**src/lcfs_pkg.sv**
```systemverilog
package lcfs_pkg;

   // clock and timing
   localparam int unsigned CLK_PERIOD_NS = 4;          // 250 mhz system clock
   localparam int unsigned RAIL_STEP_US  = 10000;      // gap between rail steps
   localparam int unsigned RAIL_STEP_CYC =
      RAIL_STEP_US * 1000 / CLK_PERIOD_NS;              // cycles per rail step
   localparam int unsigned STEP_CNT_W    = 22;         // step counter width

   // led current codes
   localparam int unsigned CODE_W        = 10;         // per-channel code width
   localparam logic [9:0]  CODE_OFF      = 10'h000;    // no channel selected
   localparam logic [9:0]  CODE_272MA    = 10'h100;    // trimmed 272 ma point
   localparam logic [9:0]  CODE_FULL     = 10'h3FF;    // full scale

   // color select encodings
   localparam logic [1:0]  SEL_NONE      = 2'h0;
   localparam logic [1:0]  SEL_CH_A      = 2'h1;
   localparam logic [1:0]  SEL_CH_B      = 2'h2;
   localparam logic [1:0]  SEL_CH_C      = 2'h3;

   // measurement mux one-hot positions
   localparam int unsigned MUX_SENSOR_TWO = 0;
   localparam int unsigned MUX_LED_RAIL   = 1;
   localparam int unsigned MUX_ANALOG_SUP = 2;
   localparam int unsigned MUX_SENSOR_ONE = 3;
   localparam int unsigned MUX_SENSE_NODE = 4;
   localparam int unsigned MUX_SWITCH_A   = 5;
   localparam int unsigned MUX_SWITCH_B   = 6;
   localparam int unsigned MUX_SWITCH_C   = 7;
   localparam logic [7:0]  MUX_ONE        = 8'h01;

   // number of fault and event sources
   localparam int unsigned NUM_EVT        = 7;

   // fault comparators and interrupt flags share one layout
   typedef struct packed {
      logic hot;              // die hot warning
      logic thermal_shutdown; // thermal shutdown
      logic low_battery;      // low battery
      logic undervoltage;     // undervoltage lockout
      logic mirror_fault;     // mirror regulator fault
      logic aux_power_fail;   // auxiliary rail power-good lost
      logic led_overvoltage;  // led rail overvoltage
   } lcfs_evt_t;

   // rail sequencer states, one-hot
   typedef enum logic [3:0] {
      ST_OFF  = 4'b0001,
      ST_UP   = 4'b0010,
      ST_ACT  = 4'b0100,
      ST_DOWN = 4'b1000
   } lcfs_state_t;

endpackage : lcfs_pkg

```
**src/lcfs_supervisor.sv**
```systemverilog
`timescale 1ns/100ps
module lcfs_supervisor
   import lcfs_pkg::*;
#(
   parameter int unsigned STEP_CYCLES = RAIL_STEP_CYC  // rail step length
) (
   // clock and reset
   input  wire logic              sys_clk,
   input  wire logic              rst,
   // display controller side
   input  wire logic [1:0]        color_select,
   input  wire logic              projector_on,
   // configuration bits
   input  wire logic [9:0]        ch_a_current_code,
   input  wire logic [9:0]        ch_b_current_code,
   input  wire logic [9:0]        ch_c_current_code,
   input  wire logic [2:0]        transient_limit_value,
   input  wire logic [2:0]        transient_limit_sel,
   input  wire logic [2:0]        measure_input_select,
   input  wire logic              measure_cal_disable,
   input  wire logic              flag_read,
   // analog comparators, asynchronous
   input  wire lcfs_evt_t         fault_cmp,
   // analog control outputs
   output logic [9:0]             dac_code,
   output logic                   limit_active,
   output logic [2:0]             limit_value,
   output logic [7:0]             measure_mux,
   output logic                   measure_cal_dis_out,
   output logic                   mirror_rails_en,
   output logic                   led_driver_en,
   output logic                   standby,
   // status
   output logic                   mirror_supply_enable,
   output lcfs_evt_t              flags,
   output logic                   interrupt_out_n_o,
   output logic                   interrupt_out_n_oe
);

   logic [NUM_EVT-1:0]    sync1_q;     // first synchroniser stage
   logic [NUM_EVT-1:0]    sync2_q;     // second synchroniser stage
   lcfs_evt_t             evt;         // synchronised comparator levels
   lcfs_evt_t             flags_q;     // sticky interrupt flags
   lcfs_state_t           state_q;     // rail sequencer state
   logic [STEP_CNT_W-1:0] step_cnt_q;  // rail step timer
   logic                  mir_en_q;    // mirror supply enable bit
   logic                  seen_low_q;  // on pin low in the previous cycle
   logic                  rearm;       // completed on toggle
   logic                  run;         // conditions for rails to be up
   logic                  stop_now;    // faults that drop rails at once
   logic                  step_done;   // step timer expired

   // two-flop synchroniser per comparator
   for (genvar i = 0; i < NUM_EVT; i++) begin : g_sync
      always_ff @(posedge sys_clk) begin
         if (rst) begin
            sync1_q[i] <= 1'b0;
            sync2_q[i] <= 1'b0;
         end else begin
            sync1_q[i] <= fault_cmp[i];
            sync2_q[i] <= sync1_q[i];
         end
      end
   end
   assign evt = lcfs_evt_t'(sync2_q);

   // current code routing by color
   always_ff @(posedge sys_clk) begin
      if (rst) begin
         dac_code <= CODE_OFF;
      end else begin
         unique case (color_select)
            SEL_CH_A: dac_code <= ch_a_current_code;
            SEL_CH_B: dac_code <= ch_b_current_code;
            SEL_CH_C: dac_code <= ch_c_current_code;
            SEL_NONE: dac_code <= CODE_OFF;
         endcase
      end
   end

   // transient limit applies on selected switches only
   always_ff @(posedge sys_clk) begin
      if (rst) begin
         limit_active <= 1'b0;
         limit_value  <= 3'h0;
      end else begin
         limit_value  <= transient_limit_value;
         limit_active <= (color_select != SEL_NONE) &&
                         transient_limit_sel[color_select - 2'h1];
      end
   end

   // measurement mux decode
   always_ff @(posedge sys_clk) begin
      if (rst) begin
         measure_mux         <= MUX_ONE;
         measure_cal_dis_out <= 1'b0;
      end else begin
         measure_mux         <= MUX_ONE << measure_input_select;
         measure_cal_dis_out <= measure_cal_disable;
      end
   end

   // sticky flags: a set in the read cycle wins over the clear
   always_ff @(posedge sys_clk) begin
      if (rst) begin
         flags_q <= '0;
      end else if (flag_read) begin
         flags_q <= evt;
      end else begin
         flags_q <= flags_q | evt;
      end
   end
   assign flags = flags_q;

   // open-drain interrupt, low while any flag stands
   assign interrupt_out_n_o  = 1'b0;
   assign interrupt_out_n_oe = |flags_q;

   // on-pin toggle detector
   always_ff @(posedge sys_clk) begin
      if (rst) begin
         seen_low_q <= 1'b0;
      end else if (!projector_on) begin
         seen_low_q <= 1'b1;
      end else begin
         seen_low_q <= 1'b0;
      end
   end
   assign rearm = projector_on && seen_low_q;

   // mirror supply enable bit, defaults to one
   always_ff @(posedge sys_clk) begin
      if (rst) begin
         mir_en_q <= 1'b1;
      end else if (evt.undervoltage || evt.mirror_fault) begin
         mir_en_q <= 1'b0;
      end else if (rearm) begin
         mir_en_q <= 1'b1;
      end
   end
   assign mirror_supply_enable = mir_en_q;

   // thermal shutdown leaves the enable bit alone
   assign run = projector_on && mir_en_q && !evt.thermal_shutdown &&
                !evt.undervoltage;
   assign stop_now  = evt.thermal_shutdown || evt.mirror_fault;
   assign step_done = (step_cnt_q == STEP_CNT_W'(STEP_CYCLES - 1));

   // rail sequencer
   always_ff @(posedge sys_clk) begin
      if (rst) begin
         state_q <= ST_OFF;
      end else begin
         unique case (state_q)
            ST_OFF: begin
               if (run) state_q <= ST_UP;
            end
            ST_UP: begin
               if (stop_now) state_q <= ST_OFF;
               else if (!run) state_q <= ST_DOWN;
               else if (step_done) state_q <= ST_ACT;
            end
            ST_ACT: begin
               if (stop_now) state_q <= ST_OFF;
               else if (!run) state_q <= ST_DOWN;
            end
            ST_DOWN: begin
               if (stop_now || step_done) state_q <= ST_OFF;
            end
         endcase
      end
   end

   // step timer restarts on every state change
   always_ff @(posedge sys_clk) begin
      if (rst) begin
         step_cnt_q <= '0;
      end else if ((state_q == ST_UP && run && !stop_now && !step_done) ||
                   (state_q == ST_DOWN && !stop_now && !step_done)) begin
         step_cnt_q <= step_cnt_q + STEP_CNT_W'(1);
      end else begin
         step_cnt_q <= '0;
      end
   end

   // rail enables
   always_ff @(posedge sys_clk) begin
      if (rst) begin
         mirror_rails_en <= 1'b0;
         led_driver_en   <= 1'b0;
         standby         <= 1'b0;
      end else begin
         mirror_rails_en <= (state_q != ST_OFF) && !stop_now;
         led_driver_en   <= (state_q == ST_ACT) && run && !stop_now &&
                            !evt.aux_power_fail;
         standby         <= projector_on && (state_q == ST_OFF);
      end
   end

   // checks
   chk_dac_route: assert property (
      @(posedge sys_clk) disable iff (rst)
      color_select == SEL_CH_B |=> dac_code == $past(ch_b_current_code))
      else $error("dac code not from channel b");
   chk_thermal_rails: assert property (
      @(posedge sys_clk) disable iff (rst)
      evt.thermal_shutdown |=> !mirror_rails_en && !led_driver_en)
      else $error("rails on during thermal shutdown");
   chk_thermal_keep: assert property (
      @(posedge sys_clk) disable iff (rst)
      evt.thermal_shutdown && !evt.undervoltage && !evt.mirror_fault
      |=> mir_en_q == $past(mir_en_q))
      else $error("thermal event changed enable");
   chk_mirror_clr: assert property (
      @(posedge sys_clk) disable iff (rst)
      evt.mirror_fault |=> !mir_en_q ##1 !led_driver_en)
      else $error("mirror fault kept enable");
   chk_no_restart: assert property (
      @(posedge sys_clk) disable iff (rst)
      $rose(mir_en_q) |-> $past(seen_low_q) && $past(projector_on))
      else $error("enable set without toggle");
   chk_flag_set: assert property (
      @(posedge sys_clk) disable iff (rst)
      evt.led_overvoltage |=> flags_q.led_overvoltage && interrupt_out_n_oe)
      else $error("event flag lost");
   chk_read_clr: assert property (
      @(posedge sys_clk) disable iff (rst)
      flag_read && evt == '0 |=> flags_q == '0 && !interrupt_out_n_oe)
      else $error("read did not clear flags");
   chk_mux_dec: assert property (
      @(posedge sys_clk) disable iff (rst)
      measure_input_select == 3'h4 |=> measure_mux[MUX_SENSE_NODE] &&
      $onehot(measure_mux))
      else $error("mux decode wrong");
   chk_bat_run: assert property (
      @(posedge sys_clk) disable iff (rst)
      state_q == ST_ACT && run && !stop_now && !evt.aux_power_fail
      |=> led_driver_en)
      else $error("led off while running");

endmodule : lcfs_supervisor

```
**config.mk**
```make
export PLATFORM = sky130hd
export DESIGN_NAME = lcfs_supervisor
export DESIGN_NICKNAME = d
export VERILOG_FILES = /design/src/lcfs_pkg.sv /design/src/lcfs_supervisor.sv
export SDC_FILE = /design/constraint.sdc
export NUM_CORES = 1
export LEC_CHECK = 0
export BUFFER_PORTS_ARGS = -buffer_cell sky130_fd_sc_hd__buf_4
export CORE_MARGIN = 2
export CORE_UTILIZATION = 46
export CTS_BUF_LIST = sky130_fd_sc_hd__clkbuf_8
export DETAILED_ROUTE_END_ITERATION = 8
export GPL_TIMING_DRIVEN = 0
export PLACE_DENSITY = 0.79
export SYNTH_ARGS = -nofsm -noshare
export SYNTH_HDL_FRONTEND = slang
export SYNTH_SLANG_ARGS = --single-unit
export TNS_END_PERCENT = 10
```
**constraint.sdc**
```tcl
create_clock -name sys_clk -period 4.3 [get_ports sys_clk]
set_input_delay 0.215 -clock sys_clk [delete_from_list [all_inputs] [get_ports sys_clk]]
set_output_delay 0.215 -clock sys_clk [all_outputs]
set_load 0.005 [all_outputs]
```
; ---- Word-level counts from Yosys, hierarchy flattened
; Cells that the tools add are included.
[totals]
ff_bits = 75
inputBits = 53
word_cells = 97
out_inout_bits = 36
[op_classes]
reduce_logical = 30
n_lt_le_gt_ge = 1
eq_ne = 13
addsub = 2
shifts = 1
mux = 15
n_bitwise = 2
[op_table]
columns = op, n
row1 = $pmux W10 S4, 1
row2 = $mux W4, 7
row3 = $add A22 B1 Y22 const B, 1
row4 = $eq A22 B22 Y1 const B, 1
row5 = $pmux W4 S4, 1
row6 = $logic_and A1 B1 Y1, 15
row7 = $shl A1 B3 Y8 const A, 1
row8 = $mux W7, 1
row9 = $or A7 B7 Y7, 1
row10 = $reduce_or A7 Y1, 1
row11 = $logic_not A1 Y1, 5
row12 = $eq A2 B2 Y1 const B, 2
row13 = $eq A4 B1 Y1 const B, 1
row14 = $eq A4 B2 Y1 const B, 1
row15 = $eq A4 B3 Y1 const B, 1
row16 = $eq A4 B4 Y1 const B, 1
row17 = $logic_or A1 B1 Y1, 4
row18 = $mux W1, 4
row19 = $ne A2 B2 Y1 const B, 2
row20 = $ne A4 B1 Y1 const B, 1
row21 = $ne A4 B4 Y1 const B, 1
row22 = $reduce_and A4 Y1, 1
row23 = $reduce_bool A2 Y1, 2
row24 = $lt A2 B3 Y1 const B, 1
row25 = 7 further kinds, 7

; ---- Longest topological paths before layout
; Gate-level depths: netlist (run 1).
[logic_depth]
depth_word = 9
mapped_depth = 7
ltp_nobuf = 6

; ---- Worst setup path before layout (run 1)
; OpenSTA, ideal clock, no wires.
[synth_timing]
kind = register to register
startpoint = register step_cnt_q[15]
endpoint = register step_cnt_q[10]
setup_ps = 115
path_slack_ps = 2402
stages_incl_launch_ff = 7
path_buffers = 1
t_required_ps = 4185
t_arrival_ps = 1784
path_cell_list = dfxtp_1 -> or4b_1 -> or4_1 -> o211ai_2 -> nand2b_4 -> buf_8 -> nor2_1
[synth_via]
elab_chain_len = 6
word_cells_on_any_way = 7
cone_classes = 1 x eq/ne / 1 x bitwise / 5 x reduce/logical
[synth_rtl]
columns = item, line_no
row1 = from (decl), lcfs_supervisor.sv:45  ; logic [STEP_CNT_W-1:0] step_cnt_q;
row2 = from (signal assigned), lcfs_supervisor.sv:181  ; step_cnt_q <= step_cnt_q + STEP_CNT_W'(1);
row3 = $eq A22 B22 Y1 *, lcfs_supervisor.sv:148  ; assign step_done = (step_cnt_q == STEP_CNT_W'(STEP_CYCLES - 1));
row4 = $logic_not A1 Y1 *, "lcfs_supervisor.sv:179, lcfs_supervisor.sv:180"
row5 = "$logic_and A1 B1 Y1, on equally long branches", "lcfs_supervisor.sv:179, lcfs_supervisor.sv:180"
row6 = $logic_or A1 B1 Y1 *, lcfs_supervisor.sv:179  ; end else if ((state_q == ST_UP && run && !stop_now && !step_done) ||
row7 = $not A1 Y1 (no line) *, --
row8 = $reduce_or A2 Y1 (no line) *, --
; Mark *: on every way between the ends. The rest lies on a longest branch, timed or not.
; A chain may end at the register's enable or synchronous reset.

; ---- Final worst setup path (run 1)
[layout_timing]
startpoint = register step_cnt_q[0]
endpoint = register step_cnt_q[5]
[layout_via]
elab_chain_len = 6
word_cells_on_any_way = 8
cone_classes = 1 x add/sub / 1 x eq/ne / 1 x bitwise / 5 x reduce/logical
[layout_rtl]
columns = item
row1 = "parallel branches: the longest is 6 deep, another holds $add A22 B1 Y22"
; Several ways; the timed one is not identified.

==> summary.md, run 1 <==
| Metric | Value |
|---|---|
| Seq/Total Area, Yosys | `0.518` |
| Outcome | `finished clean` |
| Peak VDD IR | `0.000218 V` |
| Async SR Flop Fraction | `0` |
| # DRC | `0` |
| TritonCTS clock tree | `yes` |
| Main combinational cell family by area after synthesis | `simple AND/OR/NAND/NOR gates` |
| Post-Synth Simple-Gate Area | `0.250` |
| Via Count | `2,470` |
| ANT nets after route | `0` |
| Rows | `28` |
| FF+latch count, synth | `75` |
| Setup tns final | `0 ns` |
| WP data required | `4.55 ns` |
| Finished Cell Area | `3850 um2` |
| Most numerous cell in the Yosys netlist | `dfxtp_1` |
| Clk_lat worst skew | `0.36 ns` |
| Synth area leader | `dfxtp_1` |
| Synth top area cells | `dfxtp_1 (52%), nor2_1 (8.0%), xor2_1 (4.2%)` |
| TritonCTS Buffers | `9` |
| Hold Path Class | `in2reg` |
| Fmax achieved | `0.470 GHz` |
| Cts hold-fix bufs | `0` |
| Final wirelength | `6.31 mm` |
| Slew Limit Headroom | `0.533` |
| Initial Utilization | `0.484` |
| Worst hold path endpoint | `seen_low_q$_SDFF_PP0_` |
| IO Port Bufs | `86` |
| Detailed Place HPWL | `4.77 mm` |
| Adder-cell area share of the yosys netlist | `0.0216` |
| Syn avg cell area | `9.27 um2` |
| CP Class | `reg2reg` |
| Clock Tree Buf Depth | `2` |
| Hold Startpoint | `projector_on` |
| Pleak | `1.62 nW` |
| Vias in the first global route | `2,527` |
| Fin Clk Skew | `0.0101 ns` |
| Die area | `6960 um2` |
| Syn Std Cell Area | `2900 um2` |
| CTS HTree Levels | `3` |
| Synth Area in XOR/XNOR | `0.0664` |
| Max-Cap Viols | `0` |
| Crit share post-route | `0.495` |
| Post-DP Area | `3640 um2` |
| Chip height | `83.4 um` |
| Crit start category | `flop` |
| Top cells by count, synth | `dfxtp_1 (75), nor2_1 (62), a21oi_1 (19), nor2b_1 (19), xor2_1 (14)` |
| Ys flop type | `dfxtp_1` |
| FF-to-FF setup slack | `2.17 ns` |
| Capture point of the worst reg-to-reg path | `step_cnt_q[5]$_SDFF_PP0_` |
| Synthesized instance count | `313` |
| Largest net degree at the start of global routing | `16` |
| Die width | `83.4 um` |
| Worst Tran Pin Value | `0.696 ns` |
| Clk sinks | `75` |
| Setup bufs post-CTS | `0` |
| Layout area overhead | `32.7%` |
| Fraction of layout instances using a drive strength above 1 | `0.272` |
| Worst Path Max Fanout | `10` |
| Final Hold Viols | `0` |
| First-pass GRT wire length | `10.9 mm` |
| Final net count | `468` |
| Root Driver | `clkbuf_8` |
| Drt first pass iters | `4` |
| Post-synth EDFFs | `0` |
| DR vias/cell | `5.04` |
| Compound-Gate Fraction of Synth Area | `0.0902` |
| Worst EP arrival | `2.38 ns` |
| Core area | `5990 um2` |
| Global route total overflow | `0` |
| 1st-iter DRT viols | `66` |
| CTS resizes | `0` |
| Gpl congestion | `0.791` |
| Hold Path Cell Cnt | `2` |
| Boundary pin count | `89` |
| Crit path time final | `2.13 ns` |
| Tot GR Track Use | `0.195` |
| Pwr/cell area | `380 nW/um2` |
| Initial antenna violation count | `0` |
| Distinct cells, synth | `39` |
| Clock transition at path regs | `0.08 ns` |
| Power Total | `1.46 mW` |
| Share of the synthesized area in the top cell type | `0.518` |
| Unrepaired setup endpoints after global routing | `no` |
| Max-slew violation count | `0` |
| Critical R2R Launch | `step_cnt_q[0]$_SDFF_PP0_` |
| Setup-failing EPs final | `0` |
| Synth warn | `0` |
| Mux cell area share after synthesis | `0.0104` |
| Worst r2r path cells | `7` |
| Syn nets | `371` |
| Antenna cells | `0` |
| Routed len/inst | `12.9 um` |
| Setup crit end kind | `flop` |
-- sequential cells by signal (all words and copies together), names as in the netlist, 3 cells and up --
signal       cells
sync1_q          7
evt              7
state_q          4
dac_code        10
measure_mux      8
limit_value      3
step_cnt_q      22
flags            7
-- worst max-delay path: stages (launching register included) --
cell,delay (ns)
dfxtp_1,0.38
ha_1,0.23
nand4_1,0.19
or4_1,0.55
o211ai_2,0.27
nand2b_4,0.21
buf_8,0.14
nor2_1,0.05
-- final cells by class --
type / instances / area, um2
fillers: 485 / 2140
multi-input cells: 215 / 1270
plain buffers: 16 / 97.6
clock buffers: 9 / 124
well taps: 75 / 93.8
flip-flops and latches: 75 / 1500
repair buffers: 86 / 646
clock inverters: 7 / 83.8
inverters: 7 / 26.3
-- logic make-up (layout without fill, tap and decap cells) --
| kind of cell | count (synthesis) | after routing |
|---|---|---|
| and+or+nand+nor | 143 | 143 |
| adders and majority gates | 5 | 5 |
| AOI/OAI and AO/OA | 41 | 41 |
| buffers and inverters | 23 | 125 |
| muxes | 3 | 3 |
| xor gates and xnor gates | 22 | 22 |
| DFF | 75 | 75 |
| other | 1 | 1 |
-- through the flow --
stage | std cells | hold slack (ns) | worst slack (ns) | util
after floorplan | 313 | 0.282 | 2.40 | -
after global placement | 474 | 0.397 | 2.21 | 0.608
after detailed placement | 474 | 0.405 | 2.20 | 0.608
after CTS | 490 | 0.0171 | 2.17 | 0.642
after global routing | 490 | 0.0262 | 2.03 | 0.642
final | 490 | 0.0329 | 2.17 | 0.642
-- worst max path at each step --
stage                     slack, ns                        end                      start
after global routing           2.03   step_cnt_q[5]$_SDFF_PP0_   step_cnt_q[0]$_SDFF_PP0_
final                          2.17   step_cnt_q[5]$_SDFF_PP0_   step_cnt_q[0]$_SDFF_PP0_
after floorplan                2.40  step_cnt_q[10]$_SDFF_PP0_  step_cnt_q[15]$_SDFF_PP0_
after CTS                      2.17   step_cnt_q[5]$_SDFF_PP0_   step_cnt_q[0]$_SDFF_PP0_
after detailed placement       2.20   step_cnt_q[5]$_SDFF_PP0_   step_cnt_q[0]$_SDFF_PP0_
after global placement         2.21   step_cnt_q[2]$_SDFF_PP0_   step_cnt_q[0]$_SDFF_PP0_
-- cell usage in the layout (no fill, tap or decap), types with 3 or more instances in the layout --
cell	synthesis	final
nand2b_1	4	4
nor2_1	62	62
nor3_1	11	11
dfxtp_1	75	75
nand3_1	8	8
nor4_1	3	3
nor4b_1	3	3
clkbuf_8	0	9
ha_1	5	5
nand2_1	13	13
inv_6	0	3
inv_1	7	7
a22oi_1	10	10
mux2i_1	3	3
and4_1	3	3
nand4_1	7	7
nor2b_1	19	19
xnor2_1	8	8
clkbuf_1	10	10
xor2_1	14	14
a21oi_1	19	19
buf_4	4	90
-- power breakdown --
| group | switching, mW | leakage, nW | internal, mW |
|---|---|---|---|
| clock network | 0.291 | 0.103 | 0.279 |
| registers | 0.0112 | 0.614 | 0.720 |
| logic | 0.0714 | 0.907 | 0.0890 |
| total | 0.373 | 1.62 | 1.09 |
-- routing by layer --
layer,up-vias,global-route usage,wire length [um]
met5,-,0,0
li1,1255,-,-
met2,81,0.326,3020
met4,0,0.106,221
met3,22,0.0835,519
met1,1112,0.207,2560
Power figures use the tool's default switching activity.
==> inputs of run 2 (changes only) <==
==> constraint.sdc (replaced) <==
create_clock -name sys_clk -period 2.1 [get_ports sys_clk]
set_input_delay 0.105 -clock sys_clk [delete_from_list [all_inputs] [get_ports sys_clk]]
set_output_delay 0.105 -clock sys_clk [all_outputs]
set_load 0.005 [all_outputs]
==> run 2 against run 1 <==
  * Design area rose by 8.9%
  * Largest cell class unchanged
  * First-iteration DRC count is 73% higher
  * Clock power grew 110%
  * Cell count up 6.3%
  * Count of clock-buffer cells in the layout unchanged
  * Combinational power grew 140%
  * Highest routed layer unchanged
==> summary.md, run 2 (same netlist as run 1, synthesis figures left out) <==
| Metric | Value |
|---|---|
| Outcome | `finished clean (unchanged)` |
| Die area | `6960 um2 (unchanged)` |
| Unrepaired setup endpoints after global routing | `yes (was no)` |
| Vias in the first global route | `2,729 (was 2,527)` |
| Capture point of the worst reg-to-reg path | `state_q[1]$_SDFFE_PP0P_ (was step_cnt_q[5]$_SDFF_PP0_)` |
| Hold Startpoint | `transient_limit_sel[1] (was projector_on)` |
| Fin util | `0.699 (was 0.642)` |
| Tot GR Track Use | `0.217 (was 0.195)` |
| TritonCTS clock tree | `yes (unchanged)` |
| Slew Limit Headroom | `0.554 (was 0.533)` |
| Most common cell after layout, fill and taps aside | `buf_4 (unchanged)` |
| Worst Tran Pin Value | `0.662 ns (was 0.696 ns)` |
| Fmax achieved | `0.492 GHz (was 0.470 GHz)` |
| Chip height | `83.4 um (unchanged)` |
| CTS HTree Levels | `3 (unchanged)` |
| GR Util met2 | `0.364 (was 0.326)` |
| Most frequent cells in the layout | `buf_4 (92), dfxtp_1 (74), nor2_1 (62) (was buf_4 (90), dfxtp_1 (75), nor2_1 (62))` |
| Detailed Place HPWL | `4.77 mm (unchanged)` |
| Crit start category | `flop (unchanged)` |
| Final Hold Viols | `0 (unchanged)` |
| Biggest regs | `step_cnt_q x22, dac_code x10, measure_mux x8 (unchanged)` |
| Crit share post-route | `0.967 (was 0.495)` |
| Max-Cap Viols | `0 (unchanged)` |
| Final wirelength | `7.27 mm (was 6.31 mm)` |
| DR vias/cell | `5.03 (was 5.04)` |
| FF-to-FF setup slack | `0.07 ns (was 2.17 ns)` |
| Rows | `28 (unchanged)` |
| Peak VDD IR | `0.000496 V (was 0.000218 V)` |
| Int Pwr | `2.27 mW (was 1.09 mW)` |
| IO Port Bufs | `86 (unchanged)` |
| Net Sw Frac | `0.260 (was 0.255)` |
| Core area | `5990 um2 (unchanged)` |
| Critical R2R Launch | `step_cnt_q[15]$_SDFF_PP0_ (was step_cnt_q[0]$_SDFF_PP0_)` |
| Largest net degree at the start of global routing | `16 (unchanged)` |
| Area of the multi-input gates | `1290 um2 (was 1270 um2)` |
| Boundary pin count | `89 (unchanged)` |
| Final net count | `499 (was 468)` |
| Worst EP arrival | `2.27 ns (was 2.38 ns)` |
| Pleak | `1.77 nW (was 1.62 nW)` |
| Clk_lat worst skew | `0.37 ns (was 0.36 ns)` |
| Top reg by flops | `step_cnt_q (unchanged)` |
| Setup crit end kind | `flop (unchanged)` |
| Met1 Usage GRT | `0.228 (was 0.207)` |
| Setup-failing EPs final | `0 (unchanged)` |
| Clock group share of total power | `0.385 (was 0.390)` |
| Via Count | `2,619 (was 2,470)` |
| Layout area overhead | `44.4% (was 32.7%)` |
| Pwr/cell area | `731 nW/um2 (was 380 nW/um2)` |
| Gpl congestion | `0.791 (unchanged)` |
| WP data required | `2.33 ns (was 4.55 ns)` |
| CP Class | `reg2reg (unchanged)` |
| Initial Utilization | `0.484 (unchanged)` |
| Hold Path Class | `in2reg (unchanged)` |
| Drt first pass iters | `5 (was 4)` |
| First-pass GRT wire length | `12.0 mm (was 10.9 mm)` |
| Worst hold path endpoint | `limit_active$_SDFF_PP0_ (was seen_low_q$_SDFF_PP0_)` |
| Flip-flop and latch area | `1500 um2 (about the same)` |
| Global route total overflow | `0 (unchanged)` |
| Worst Path Max Fanout | `5 (was 10)` |
| Fin worst setup slack | `0.0684 ns (was 2.17 ns)` |
| Max reg flops | `22 (unchanged)` |
| Initial antenna violation count | `0 (unchanged)` |
| Hold Path Cell Cnt | `3 (was 2)` |
| Die width | `83.4 um (unchanged)` |
| Crit path time final | `2.03 ns (was 2.13 ns)` |
| Busiest grt layer | `met2 (unchanged)` |
| Clock transition at path regs | `0.09 ns (was 0.08 ns)` |
| Place WS | `-0.00431 ns (was 2.20 ns)` |
| Clock Tree Buf Depth | `2 (unchanged)` |
| Fin Clk Skew | `0.0120 ns (was 0.0101 ns)` |
| Worst r2r path cells | `6 (was 7)` |
| TritonCTS Buffers | `9 (unchanged)` |
| # DRC | `0 (unchanged)` |
| Root Driver | `clkbuf_8 (unchanged)` |
| 1st-iter DRT viols | `114 (was 66)` |
| Switching power | `0.796 mW (was 0.373 mW)` |
| Fraction of layout instances using a drive strength above 1 | `0.269 (was 0.272)` |
| Routed len/inst | `13.9 um (was 12.9 um)` |
| Logic pwr share | `0.126 (was 0.110)` |
| Antenna cells | `0 (unchanged)` |
| Power Total | `3.06 mW (was 1.46 mW)` |
| Max-slew violation count | `0 (unchanged)` |
| Setup tns final | `0 ns (unchanged)` |
| Met3 GRT Util | `0.0795 (was 0.0835)` |
| Clk sinks | `75 (unchanged)` |
| ANT nets after route | `0 (unchanged)` |
| Power share of the sequential group | `0.489 (was 0.501)` |
| Fill count | `419 (was 485)` |
## run 2: cell types whose count changed in the layout (fill, tap and decap cells not counted), sizes merged
cell,delta
dlygate4sd3,+28
buf,+2
clkbuf,+1
## run 2: how the worst max path moves through the flow
stage,slack [ns],from,end
6_report,0.07,step_cnt_q[15]$_SDFF_PP0_,state_q[1]$_SDFFE_PP0P_
5_1_grt,-0.02,step_cnt_q[15]$_SDFF_PP0_,step_cnt_q[0]$_SDFF_PP0_
4_1_cts,0.03,step_cnt_q[15]$_SDFF_PP0_,step_cnt_q[5]$_SDFF_PP0_
3_5_place_dp,-0.004,step_cnt_q[0]$_SDFF_PP0_,step_cnt_q[5]$_SDFF_PP0_
3_3_place_gp,0.006,step_cnt_q[0]$_SDFF_PP0_,step_cnt_q[2]$_SDFF_PP0_
2_1_floorplan,0.20,step_cnt_q[15]$_SDFF_PP0_,step_cnt_q[8]$_SDFF_PP0_
## run 2: power by group through the flow
stage | combinational (mW) | sequential (mW) | clock (mW)
after detailed placement | 0.330 | 1.53 | 0
after global placement | 0.321 | 1.53 | 0
after global routing | 0.421 | 1.50 | 1.25
final | 0.385 | 1.50 | 1.18
after CTS | 0.371 | 1.50 | 1.18
after floorplan | 0.159 | 1.53 | 0
## run 2: timing repair
action / CTS / global route
pin swaps: 0 / 1
gates resized for setup: 0 / 5
gates cloned: 0 / 1
setup endpoints to repair: 20 / 21
hold buffers: 28 / 0
setup buffers: 1 / 1
endpoints found under the hold margin: 27 / 0
## run 2: per-layer routing
metal,up-vias,share of wire
met4,0,0.040
li1,1313,-
met3,28,0.067
met1,1190,0.39
met2,88,0.50
met5,-,0
## run 2: metrics by stage
step	hold WS, ns	instance area (um2)	instances
after floorplan	0.172	2900	313
after global placement	0.287	3640	474
after detailed placement	0.295	3640	474
after CTS	0.0658	4140	519
after global routing	0.101	4190	521
final	0.0785	4190	521
## run 2: critical path, stage by stage, from the launching register on
cell and delay [ns]:
dfxtp_2 0.35, or4b_1 0.51, or4_4 0.44, o211ai_4 0.20, buf_4 0.14, o311a_2 0.18
a211oi_1 0.07
## run 2: layout make-up
type,instances,area share
plain buffers,16,0.0233
clock buffers,9,0.0296
clock inverters,7,0.0200
inverters,7,0.00627
multi-input cells,215,0.309
flip-flops and latches,75,0.359
well taps,75,0.0224
repair buffers,117,0.231
==> inputs of run 3 (changes only) <==
--- a/config.mk
+++ b/config.mk
@@ -6,12 +6,15 @@
 export NUM_CORES = 1
 export LEC_CHECK = 0
 export BUFFER_PORTS_ARGS = -buffer_cell sky130_fd_sc_hd__buf_4
+export CELL_PAD_IN_SITES_DETAIL_PLACEMENT = 1
+export CELL_PAD_IN_SITES_GLOBAL_PLACEMENT = 1
 export CORE_MARGIN = 2
-export CORE_UTILIZATION = 46
+export CORE_UTILIZATION = 39
 export CTS_BUF_LIST = sky130_fd_sc_hd__clkbuf_8
 export DETAILED_ROUTE_END_ITERATION = 8
 export GPL_TIMING_DRIVEN = 0
-export PLACE_DENSITY = 0.79
+export PLACE_DENSITY = 0.87
+export REMOVE_ABC_BUFFERS = 1
 export SYNTH_ARGS = -nofsm -noshare
 export SYNTH_HDL_FRONTEND = slang
 export SYNTH_SLANG_ARGS = --single-unit
==> run 3 against run 2 <==
  * Routed wire length is 40% higher
  * Global-route usage is 3.5 points higher
  * Sequential share of layout area grew 1.1 points
  * Sequential cell count is the same
  * Maximum frequency shrank 2.5%
  * Power up 1.2%
  * Combinational power decreased by 2%
  * Via count up 4.5%
  * Clock power barely moved
  * Highest routed layer unchanged
==> summary.md, run 3 (same netlist as run 1, synthesis figures left out) <==
| Metric | Value |
|---|---|
| Crit start category | `flop (unchanged)` |
| Flip-flop and latch area | `1510 um2 (was 1500 um2)` |
| Fin Clk Skew | `0.0220 ns (was 0.0120 ns)` |
| Fmax achieved | `0.480 GHz (was 0.492 GHz)` |
| Clk_lat worst skew | `0.36 ns (was 0.37 ns)` |
| Detailed Place HPWL | `5.32 mm (was 4.77 mm)` |
| Slew Limit Headroom | `0.500 (was 0.554)` |
| Worst r2r path cells | `5 (was 6)` |
| Largest net degree at the start of global routing | `46 (was 16)` |
| IO Port Bufs | `87 (was 86)` |
| Max reg flops | `22 (unchanged)` |
| First-pass GRT wire length | `15.9 mm (was 12.0 mm)` |
| Vias in the first global route | `3,012 (was 2,729)` |
| Clk sinks | `75 (unchanged)` |
| Drt first pass iters | `4 (was 5)` |
| Chip height | `90.2 um (was 83.4 um)` |
| Boundary pin count | `89 (unchanged)` |
| Power Total | `3.10 mW (was 3.06 mW)` |
| Worst Path Max Fanout | `7 (was 5)` |
| Via Count | `2,737 (was 2,619)` |
| Initial antenna violation count | `0 (unchanged)` |
| Fraction of layout instances using a drive strength above 1 | `0.292 (was 0.269)` |
| CTS HTree Levels | `3 (unchanged)` |
| Outcome | `finished clean (unchanged)` |
| DR vias/cell | `5.23 (was 5.03)` |
| Setup crit end kind | `flop (unchanged)` |
| Tot GR Track Use | `0.252 (was 0.217)` |
| Final net count | `477 (was 499)` |
| Final Hold Viols | `0 (unchanged)` |
| Clock Tree Buf Depth | `2 (unchanged)` |
| TritonCTS Buffers | `9 (unchanged)` |
| Crit path time final | `2.08 ns (was 2.03 ns)` |
| Rows | `31 (was 28)` |
| Hold Path Class | `in2reg (unchanged)` |
| 1st-iter DRT viols | `138 (was 114)` |
| Clock transition at path regs | `0.09 ns (about the same)` |
| # DRC | `0 (unchanged)` |
| Worst Tran Pin Value | `0.743 ns (was 0.662 ns)` |
| Antenna cells | `0 (unchanged)` |
| Most common cell after layout, fill and taps aside | `buf_4 (unchanged)` |
| Pleak | `1.71 nW (was 1.77 nW)` |
| Fin util | `0.566 (was 0.699)` |
| Max-slew violation count | `0 (unchanged)` |
| Peak VDD IR | `0.000496 V (about the same)` |
| Layout area overhead | `40.8% (was 44.4%)` |
| Hold Path Cell Cnt | `3 (unchanged)` |
| Gpl congestion | `0.796 (was 0.791)` |
| Setup tns final | `0 ns (unchanged)` |
| Biggest regs | `step_cnt_q x22, dac_code x10, measure_mux x8 (unchanged)` |
| Crit share post-route | `0.992 (was 0.967)` |
| Fill count | `822 (was 419)` |
| Final wirelength | `10.1 mm (was 7.27 mm)` |
| TritonCTS clock tree | `yes (unchanged)` |
| Pwr/cell area | `759 nW/um2 (was 731 nW/um2)` |
| Unrepaired setup endpoints after global routing | `yes (unchanged)` |
| Worst EP arrival | `2.32 ns (was 2.27 ns)` |
| Setup-failing EPs final | `0 (unchanged)` |
| CP Class | `reg2reg (unchanged)` |
| Max-Cap Viols | `0 (unchanged)` |
| Initial Utilization | `0.402 (was 0.484)` |
| Most frequent cells in the layout | `buf_4 (90), dfxtp_1 (72), nor2_1 (60) (was buf_4 (92), dfxtp_1 (74), nor2_1 (62))` |
| WP data required | `2.34 ns (was 2.33 ns)` |
| Die width | `90.2 um (was 83.4 um)` |
| Global route total overflow | `0 (unchanged)` |
| ANT nets after route | `0 (unchanged)` |
| Area of the multi-input gates | `1360 um2 (was 1290 um2)` |
| Core area | `7210 um2 (was 5990 um2)` |
| Fin worst setup slack | `0.0169 ns (was 0.0684 ns)` |
| Place WS | `-0.117 ns (was -0.00431 ns)` |
| Die area | `8140 um2 (was 6960 um2)` |
| Root Driver | `clkbuf_8 (unchanged)` |
| Routed len/inst | `19.4 um (was 13.9 um)` |
| Top reg by flops | `step_cnt_q (unchanged)` |
==> run 3: cell count changes in the layout (fill, tap and decap cells not counted), moves of 2 or more <==
cell	delta
clkbuf_1	-10
dlygate4sd3_1	-10
nand2b_4	+3
buf_4	-2
buf_8	-2
dfxtp_1	-2
dfxtp_4	+2
nor2_1	-2
nor2_2	+2
==> run 3: routing by layer <==
layer | vias up | wire length [um] | GRT usage
met4 | 0 | 299 | 0.0885
met3 | 27 | 537 | 0.0738
met5 | - | 0 | 0
li1 | 1273 | - | -
met2 | 86 | 5360 | 0.466
met1 | 1351 | 3940 | 0.272
==> run 3: final cells by class <==
| class | count | area share |
|---|---|---|
| clock buffer | 9 | 0.0303 |
| clock inverter | 7 | 0.0205 |
| inverter | 7 | 0.00643 |
| multi-input combinational | 218 | 0.333 |
| sequential | 75 | 0.370 |
| tap | 99 | 0.0303 |
| timing repair buffer | 108 | 0.210 |
==> run 3: repair_timing <==
action                     CTS  global route
gates resized for setup      6            11
hold buffers                18             0
setup buffers                1             2
pin swaps                    1             8
cloned                       3             0
setup endpoints to repair   24            25
hold endpoints to repair    20             0
==> run 3: worst max-delay path, stage by stage, from the launching register on <==
cell and delay [ns]:
dfxtp_4 0.36, or4b_4 0.53, or4_4 0.45, o211ai_4 0.29
nand2b_4 0.23, mux2i_1 0.09
==> run 3: report_power, final <==
group | total [mW] | switching, mW | internal [mW]
Clock | 1.20 | 0.631 | 0.570
Sequential | 1.52 | 0.0460 | 1.47
Combinational | 0.379 | 0.177 | 0.202
Total | 3.10 | 0.854 | 2.25
==> run 3: final timing paths <==
path,slack (ns),endpoint,startpoint
worst min-delay path,0.001,dac_code[4]$_SDFF_PP0_,ch_a_current_code[4]
worst max-delay path,0.02,state_q[3]$_SDFFE_PP0P_,step_cnt_q[15]$_SDFF_PP0_
worst min register to register,0.46,evt[2]$_SDFF_PP0_,sync1_q[2]$_SDFF_PP0_
worst max register to register,0.02,state_q[3]$_SDFFE_PP0P_,step_cnt_q[15]$_SDFF_PP0_
==> run 3: stage by stage <==
step	hold WS (ns)	instances	instance area [um2]
finish	0.000989	523	4080
global route	0.00957	523	4080
CTS	0.00204	521	4030
detailed placement	0.303	483	3580
global placement	0.286	483	3580
floorplan	0.172	297	2800
